==> src/verilog/frpwm_pkg.sv <==
// Package of constants and state type for the fine resolution PWM timer
package frpwm_pkg;
  // Register byte addresses
  localparam logic [7:0] FRPWM_PRESC_ADDR = 8'h00;
  localparam logic [7:0] FRPWM_PORT_ADDR = 8'h04;
  localparam logic [7:0] FRPWM_DUTY_ADDR = 8'h08;
  localparam logic [7:0] FRPWM_PERIOD_ADDR = 8'h0c;
  localparam logic [7:0] FRPWM_MODE_ADDR = 8'h10;
  localparam logic [7:0] FRPWM_STATUS_ADDR = 8'h14;
  // Prescaler control fields
  localparam int FRPWM_PRESC_SEL_LSB = 0;
  localparam int FRPWM_PRESC_ON_BIT = 3;
  // Port function config fields
  localparam int FRPWM_PORT_TIMER_BIT = 0;
  localparam int FRPWM_PORT_GPIO_DAT_BIT = 1;
  localparam int FRPWM_PORT_GPIO_DIR_BIT = 2;
  // Mode control fields
  localparam int FRPWM_MODE_RUN_BIT = 0;
  localparam int FRPWM_MODE_PRESET_BIT = 1;
  localparam int FRPWM_MODE_OUTEN_BIT = 2;
  localparam int FRPWM_MODE_SRC_BIT = 3;
  localparam int FRPWM_MODE_INV_BIT = 4;
  localparam int FRPWM_MODE_BUFEN_BIT = 5;
  localparam int FRPWM_MODE_FINE_BIT = 6;
  // Status fields
  localparam int FRPWM_STAT_PWM_BIT = 16;
  localparam int FRPWM_STAT_PIN_BIT = 17;
  // Reset values and counter increments
  localparam logic [15:0] FRPWM_CMP_RESET = 16'h0000;
  localparam logic [2:0] FRPWM_SEL_RESET = 3'h0;
  localparam logic [6:0] FRPWM_PCNT_ONE = 7'h01;
  localparam logic [15:0] FRPWM_CNT_ONE = 16'h0001;

  typedef struct packed {
    logic ack;
    logic [31:0] dat;
    logic presc_on;
    logic [2:0] presc_sel;
    logic pin_sel;
    logic gpio_dat;
    logic gpio_dir;
    logic [15:0] duty_buf;
    logic [15:0] duty_act;
    logic [15:0] period;
    logic fine;
    logic bufen;
    logic inv;
    logic src_int;
    logic outen;
    logic run;
    logic [15:0] cnt;
    logic [6:0] pcnt;
    logic pwm;
    logic rise_pend;
    logic fall_pend;
    logic evt_q;
    logic pin_o;
    logic pin_oe_n;
  } frpwm_state_t;
endpackage : frpwm_pkg

==> src/verilog/frpwm_top.sv <==
// Fine resolution PWM timer channel with classic Wishbone register slave
//
// The placing of the registers and the Wishbone register port are this design's own decisions.
`timescale 1ns/100ps
module frpwm_top
  import frpwm_pkg::*;
(
  // Clock and reset
  input wire logic MCLK,
  input wire logic RST,
  // Wishbone slave
  input wire logic WB_CYC_I,
  input wire logic WB_STB_I,
  input wire logic WB_WE_I,
  input wire logic [7:0] WB_ADR_I,
  input wire logic [3:0] WB_SEL_I,
  input wire logic [31:0] WB_DAT_I,
  output logic [31:0] WB_DAT_O,
  output logic WB_ACK_O,
  // External count event, used when the internal source is not selected
  input wire logic EXT_COUNT_EVENT,
  // Shared pin
  input wire logic PWM_PIN_I,
  output logic PWM_PIN_O,
  output logic PWM_PIN_OE_N
);

  frpwm_state_t q;
  frpwm_state_t n;

  logic req;
  logic wr;
  logic [6:0] div_term;
  logic [6:0] half_term;
  logic presc_tick;
  logic half_tick;
  logic ext_rise;
  logic tick;
  logic [15:0] d_hi;
  logic [15:0] p_hi;
  logic [15:0] cnt_n;
  logic wrap;
  logic start;
  logic pwm_lvl;

  function automatic logic [15:0] merge16(input logic [15:0] old, input logic [31:0] d, input logic [3:0] sel);
    logic [15:0] r;
    r = old;
    if (sel[0]) begin
      r[7:0] = d[7:0];
    end
    if (sel[1]) begin
      r[15:8] = d[15:8];
    end
    return r;
  endfunction : merge16

  assign WB_DAT_O = q.dat;
  assign WB_ACK_O = q.ack;
  assign PWM_PIN_O = q.pin_o;
  assign PWM_PIN_OE_N = q.pin_oe_n;

  always_comb begin
    n = q;
    req = WB_CYC_I && WB_STB_I && !q.ack;
    wr = req && WB_WE_I;
    // Divide by 2**sel; sel 0 passes the source clock straight through
    div_term = 7'((8'h01 << q.presc_sel) - 8'h01);
    half_term = 7'((8'h01 << q.presc_sel) >> 1);
    presc_tick = q.presc_on && (q.pcnt == div_term);
    // With divide-by-one there is no mid point, so half steps fall on the tick
    half_tick = q.presc_on && q.src_int && (q.presc_sel != FRPWM_SEL_RESET) && (q.pcnt + FRPWM_PCNT_ONE == half_term);
    ext_rise = EXT_COUNT_EVENT && !q.evt_q;
    tick = q.run && (q.src_int ? presc_tick : ext_rise);
    // Fine mode: upper bits count timer clocks, bit 0 adds half a clock
    d_hi = q.fine ? {1'b0, q.duty_act[15:1]} : q.duty_act;
    p_hi = q.fine ? {1'b0, q.period[15:1]} : q.period;
    wrap = q.cnt == p_hi;
    cnt_n = wrap ? FRPWM_CMP_RESET : q.cnt + FRPWM_CNT_ONE;
    start = wr && (WB_ADR_I == FRPWM_MODE_ADDR) && WB_SEL_I[0] && WB_DAT_I[FRPWM_MODE_RUN_BIT] && !q.run;

    n.evt_q = EXT_COUNT_EVENT;
    n.ack = req;
    n.dat = 32'h0000_0000;

    // Prescaler runs only while the timer runs and the clock is on
    if (q.run && q.presc_on && !presc_tick) begin
      n.pcnt = q.pcnt + FRPWM_PCNT_ONE;
    end else begin
      n.pcnt = 7'h00;
    end

    // Half-period edges held over from the last tick
    if (half_tick && q.rise_pend) begin
      n.pwm = 1'b1;
      n.rise_pend = 1'b0;
    end
    if (half_tick && q.fall_pend) begin
      n.pwm = 1'b0;
      n.fall_pend = 1'b0;
    end

    if (tick) begin
      n.cnt = cnt_n;
      if (wrap) begin
        n.duty_act = q.duty_buf;
      end
      if (cnt_n == d_hi) begin
        if (q.fine && q.duty_act[0]) begin
          n.rise_pend = 1'b1;
        end else begin
          n.pwm = 1'b1;
        end
      end
      if (cnt_n == p_hi) begin
        if (q.fine && q.period[0]) begin
          n.fall_pend = 1'b1;
        end else begin
          n.pwm = 1'b0;
        end
      end
      if (!q.fine || !q.presc_on || q.presc_sel == FRPWM_SEL_RESET) begin
        // No mid point available; pending half edges resolve now
        if (n.rise_pend) begin
          n.pwm = 1'b1;
          n.rise_pend = 1'b0;
        end
        if (n.fall_pend) begin
          n.pwm = 1'b0;
          n.fall_pend = 1'b0;
        end
      end
    end

    // Register reads
    if (req && !WB_WE_I) begin
      unique case (WB_ADR_I)
        FRPWM_PRESC_ADDR: begin
          n.dat[FRPWM_PRESC_SEL_LSB +: 3] = q.presc_sel;
          n.dat[FRPWM_PRESC_ON_BIT] = q.presc_on;
        end
        FRPWM_PORT_ADDR: begin
          n.dat[FRPWM_PORT_TIMER_BIT] = q.pin_sel;
          n.dat[FRPWM_PORT_GPIO_DAT_BIT] = q.gpio_dat;
          n.dat[FRPWM_PORT_GPIO_DIR_BIT] = q.gpio_dir;
        end
        FRPWM_DUTY_ADDR: n.dat[15:0] = q.duty_buf;
        FRPWM_PERIOD_ADDR: n.dat[15:0] = q.period;
        FRPWM_MODE_ADDR: begin
          n.dat[FRPWM_MODE_RUN_BIT] = q.run;
          n.dat[FRPWM_MODE_OUTEN_BIT] = q.outen;
          n.dat[FRPWM_MODE_SRC_BIT] = q.src_int;
          n.dat[FRPWM_MODE_INV_BIT] = q.inv;
          n.dat[FRPWM_MODE_BUFEN_BIT] = q.bufen;
          n.dat[FRPWM_MODE_FINE_BIT] = q.fine;
        end
        FRPWM_STATUS_ADDR: begin
          n.dat[15:0] = q.cnt;
          n.dat[FRPWM_STAT_PWM_BIT] = q.pwm;
          n.dat[FRPWM_STAT_PIN_BIT] = PWM_PIN_I;
        end
        default: n.dat = 32'h0000_0000;
      endcase
    end

    // Register writes; software writes win over the counter in the same cycle
    if (wr) begin
      unique case (WB_ADR_I)
        FRPWM_PRESC_ADDR: begin
          if (WB_SEL_I[0]) begin
            n.presc_sel = WB_DAT_I[FRPWM_PRESC_SEL_LSB +: 3];
            n.presc_on = WB_DAT_I[FRPWM_PRESC_ON_BIT];
          end
        end
        FRPWM_PORT_ADDR: begin
          if (WB_SEL_I[0]) begin
            n.pin_sel = WB_DAT_I[FRPWM_PORT_TIMER_BIT];
            n.gpio_dat = WB_DAT_I[FRPWM_PORT_GPIO_DAT_BIT];
            n.gpio_dir = WB_DAT_I[FRPWM_PORT_GPIO_DIR_BIT];
          end
        end
        FRPWM_DUTY_ADDR: begin
          n.duty_buf = merge16(q.duty_buf, WB_DAT_I, WB_SEL_I);
          if (!q.bufen) begin
            n.duty_act = merge16(q.duty_buf, WB_DAT_I, WB_SEL_I);
          end
        end
        FRPWM_PERIOD_ADDR: n.period = merge16(q.period, WB_DAT_I, WB_SEL_I);
        FRPWM_MODE_ADDR: begin
          if (WB_SEL_I[0]) begin
            n.run = WB_DAT_I[FRPWM_MODE_RUN_BIT];
            n.outen = WB_DAT_I[FRPWM_MODE_OUTEN_BIT];
            n.src_int = WB_DAT_I[FRPWM_MODE_SRC_BIT];
            n.inv = WB_DAT_I[FRPWM_MODE_INV_BIT];
            n.bufen = WB_DAT_I[FRPWM_MODE_BUFEN_BIT];
            n.fine = WB_DAT_I[FRPWM_MODE_FINE_BIT];
            // Preset is a strobe and reads back as zero
            if (WB_DAT_I[FRPWM_MODE_PRESET_BIT] || start) begin
              n.cnt = FRPWM_CMP_RESET;
              n.pcnt = 7'h00;
              n.pwm = 1'b0;
              n.rise_pend = 1'b0;
              n.fall_pend = 1'b0;
            end
            if (start) begin
              n.duty_act = q.duty_buf;
            end
          end
        end
        default: n.ack = req;
      endcase
    end

    // Pin drive; idle level keeps the selected polarity
    pwm_lvl = (n.outen ? n.pwm : 1'b0) ^ n.inv;
    if (n.pin_sel) begin
      n.pin_o = pwm_lvl;
      n.pin_oe_n = 1'b0;
    end else begin
      n.pin_o = n.gpio_dat;
      n.pin_oe_n = !n.gpio_dir;
    end
  end

  always_ff @(posedge MCLK or posedge RST) begin
    if (RST) begin
      q <= '0;
      q.pin_oe_n <= 1'b1;
      q.src_int <= 1'b1;
    end else begin
      q <= n;
    end
  end

endmodule : frpwm_top

==> config.mk <==
export PLATFORM = sky130hd
export DESIGN_NAME = frpwm_top
export DESIGN_NICKNAME = d
export VERILOG_FILES = /design/src/verilog/frpwm_pkg.sv /design/src/verilog/frpwm_top.sv
export SDC_FILE = /design/constraint.sdc
export NUM_CORES = 1
export LEC_CHECK = 0
export ABC_CLOCK_PERIOD_IN_PS = 8900
export BUFFER_PORTS_ARGS = -buffer_cell sky130_fd_sc_hd__buf_4
export CAP_MARGIN = 20
export CORE_MARGIN = 2
export CORE_UTILIZATION = 40
export CTS_BUF_LIST = sky130_fd_sc_hd__clkbuf_16
export DETAILED_ROUTE_END_ITERATION = 8
export MAX_ROUTING_LAYER = met4
export SYNTH_ARGS = -nofsm -noshare
export SYNTH_HDL_FRONTEND = slang
export SYNTH_SLANG_ARGS = --single-unit
==> constraint.sdc <==
create_clock -name MCLK -period 8.9 [get_ports MCLK]
set_input_delay 0.445 -clock MCLK [delete_from_list [all_inputs] [get_ports MCLK]]
set_output_delay 0.445 -clock MCLK [all_outputs]
set_load 0.1 [all_outputs]
==> impl_metrics.csv <==
group,metric,value,unit
outcome,status,"finished, final reports clean",
drt,drt-pass1-iter-count,5,
logic_synthesis,synth-compound-area-share,0.170,
logic_synthesis,netlist_instances,914,
drt,wl_per_cell,19.4,µm
logic_synthesis,synthMuxAreaShare,0.155,
logic_synthesis,ys_seq_area_frac,0.335,
global_routing,grt_pass1_vias,6282,
placed_design,hpwl,16300,µm
sta,slew_violations,0,
hold_path,hp-class,"in2async",
die,core_area,20100,µm²
die,num_rows,52,
drt,detail-route-antenna-nets,0,
drt,routed_wl,22700,µm
worst_setup_path,worstReg2RegStart,"q[34]$_DFFE_PP0P_",
placed_design,placed_area,8450,µm²
clocking,clockBufferDepth,2,
cells_and_area,final_area,8770,µm²
sta,finalHoldViolations,0,
global_routing,grt_max_degree,73,
placed_design,gp_congestion,0.958,
logic_synthesis,yosys.area_share.simple,0.187,
worst_setup_path,rr_endpoint,"PWM_PIN_O$_DFF_PP0_",
global_routing,antenna_found_initial,0,
drt,drc,0,
logic_synthesis,syn_area_per_cell,8.93,µm²
clocking,cts_setup_buffers,0,
sta,post-route-period-util,0.509,
logic_synthesis,synth-seq-cells,109,
flow_run,maxCapViolations,0,
logic_synthesis,synth_top_family_by_area,"simple AND/OR/NAND/NOR gates",
clocking,cts_buffers,9,
sta,skew,8.56,ps
placed_design,numPortBuffers,53,
logic_synthesis,synth_fa_ha_area_frac,0.00460,
cells_and_area,n_antenna_cell,0,
worst_setup_path,endpoint_kind,"flop",
cells_and_area,syn_to_final_growth,7.45,%
clocking,hold_buffers,0,
worst_setup_path,r2r_setup_slack,4370,ps
logic_synthesis,synth_top_area_cell,"dfrtp_1",
drt,drtIter0Drc,441,
die,die_h,147,µm
sta,final-setup-viol-count,0,
global_routing,grt-ovfl-total,0,
worst_setup_path,cp.arrival,4790,ps
clocking,cts.sinks,109,
logic_synthesis,yosys-top-cells-count,"dfrtp_1 (107), nor2_1 (72), mux2_2 (66), a21oi_1 (56), nand2_1 (53)",
worst_setup_path,reg2reg_depth,13,
global_routing,use_met2,0.319,
clocking,htree_num_levels,3,
sta,rsz0062_at_grt,"false",
worst_setup_path,worstPathMaxFanout,60,
power_and_ir_drop,peakVddDrop,85.8,µV
clocking,clk_pin_slew,80,ps
die,start_util,0.406,
sta,finalSetupTns,0,ps
worst_setup_path,cp-startpoint,"q[34]$_DFFE_PP0P_",
logic_synthesis,yosys_warnings,0,
die,die-area,21600,µm²
global_routing,use_met1,0.314,
die,die_w,147,µm
drt,viasPerCell,5.76,
logic_synthesis,ys_types,75,
clocking,clock_latency,370,ps
logic_synthesis,yosys-top-cells-area,"dfrtp_1 (33%), mux2_2 (9.1%), mux2i_1 (5.6%), xnor2_1 (4.1%), a21oi_1 (3.4%)",
clocking,ctsResizeCount,0,
logic_synthesis,synth_ff_type,"dfrtp_1",
global_routing,met3_usage,0.0267,
logic_synthesis,synth_edf_count,0,
worst_setup_path,critical_path_class,"reg2reg",
logic_synthesis,synth-xor-area-share,0.0742,
global_routing,grt_util_all_layers,0.220,
logic_synthesis,yosysTopAreaCellShare,0.328,
cells_and_area,n_fill_cell,1931,
clocking,cts_tree,"yes",
logic_synthesis,syn-cell-area,8160,µm²
power_and_ir_drop,power_density,115,nW/µm²
die,ioPinCount,86,
sta,max_clock_freq,221,MHz
logic_synthesis,synth.most_common_cell,"dfrtp_1",
sta,max_slew_margin,0.313,
clocking,ctsRootBufferMaster,"clkbuf_16",
logic_synthesis,synth-async-reset-ratio,1.00,
sta,max_slew.worst_pin.slew,1020,ps
global_routing,busiest_layer,"met2",
sta,period_minus_slack,4530,ps
drt,vias,6741,
worst_setup_path,start_kind,"flop",
cells_and_area,fin_nets,950,
cells_and_area,drive_gt1_frac,0.180,
power_and_ir_drop,p_leak,3.97,nW
worst_setup_path,cp.required,9150,ps
global_routing,grt_pass1_wl,36100,µm
per-layer routing:
| metal | up-vias | wire (µm) |
|---|---|---|
| li1 | 3242 | - |
| met1 | 3293 | 10800 |
| met2 | 170 | 10200 |
| met3 | 36 | 1120 |
| met4 | 0 | 675 |
| met5 | - | 0 |
cells in the final DEF, fill, tap and decap left out, types with 3 or more instances in the layout:
cell / n
o22ai_1: 19
nor2b_1: 25
or4_1: 5
nand4b_1: 5
xor2_1: 26
ha_1: 3
a22oi_1: 31
mux2_2: 66
nor3_1: 19
nand4_1: 5
nor4_2: 5
xnor2_1: 38
o21ai_0: 44
clkbuf_16: 9
o21a_1: 5
nand3_1: 28
nor4_1: 4
and2_1: 11
or3_1: 9
and3_1: 16
o211a_1: 3
a21oi_1: 56
conb_1: 14
o211ai_1: 4
nor4b_1: 3
nand2_1: 53
inv_1: 11
o31ai_1: 4
mux2i_1: 46
a211oi_1: 19
dfrtp_1: 106
buf_4: 60
nand3b_1: 9
and4_1: 4
a31oi_1: 7
nor2_1: 72
sequential cells by signal, summed over array words and instances (netlist names):
register      cells
PWM_PIN_O         1
PWM_PIN_OE_N      1
WB_ACK_O          1
WB_DAT_O         18
q                88
layout make-up:
type / instances / area [µm²] / area share
clock buffers: 9 / 225 / 0.0257
clock inverters: 7 / 61.3 / 0.00699
inverters: 12 / 47.5 / 0.00542
multi-input cells: 702 / 4890 / 0.557
flip-flops and latches: 109 / 2730 / 0.311
well taps: 270 / 338 / 0.0385
repair buffers: 62 / 480 / 0.0548
metrics by stage:
stage,power (mW),setup slack (ps),instances,utilization,hold WS (ps)
CTS,1.02,4260,1169,0.435,124
global route,1.05,4230,1171,0.436,154
detailed placement,0.621,4280,1153,0.420,504
finish,1.01,4370,1171,0.436,109
floorplan,0.594,5050,927,-,476
global placement,0.620,4380,1153,0.420,500
power by group:
group	switching, mW	internal, mW
clock	0.206	0.195
combinational	0.0774	0.0309
sequential	0.00450	0.498
total	0.288	0.724
worst max-delay path by stage:
| stage | end | cells past startpoint |
|---|---|---|
| 5_1_grt | PWM_PIN_O$_DFF_PP0_ | 13 |
| 6_report | PWM_PIN_O$_DFF_PP0_ | 13 |
| 3_5_place_dp | q[52]$_DFF_PP0_ | 14 |
| 3_3_place_gp | q[52]$_DFF_PP0_ | 14 |
| 4_1_cts | q[52]$_DFF_PP0_ | 14 |
| 2_1_floorplan | q[56]$_DFF_PP0_ | 17 |
worst max-delay path, cell delays in order, from the launching register on:
cell and delay (ps):
dfrtp_2 340, buf_4 600, mux2i_1 560, xnor2_1 140, nor4_2 370, and4_1 250, buf_4 310, o211a_1 210
o22ai_1 130, nor4_2 340, a211oi_1 120, a311o_1 310, or4_1 480, a31o_1 240
kinds of logic after synthesis:
| family | after synthesis |
|---|---|
| xor+xnor | 66 |
| compound gates | 217 |
| simple gates | 286 |
| fa+ha+maj | 3 |
| other cells | 1 |
| flops | 109 |
| buf+inv | 116 |
| mux | 116 |
No activity file was read; power rests on OpenSTA's default activity.
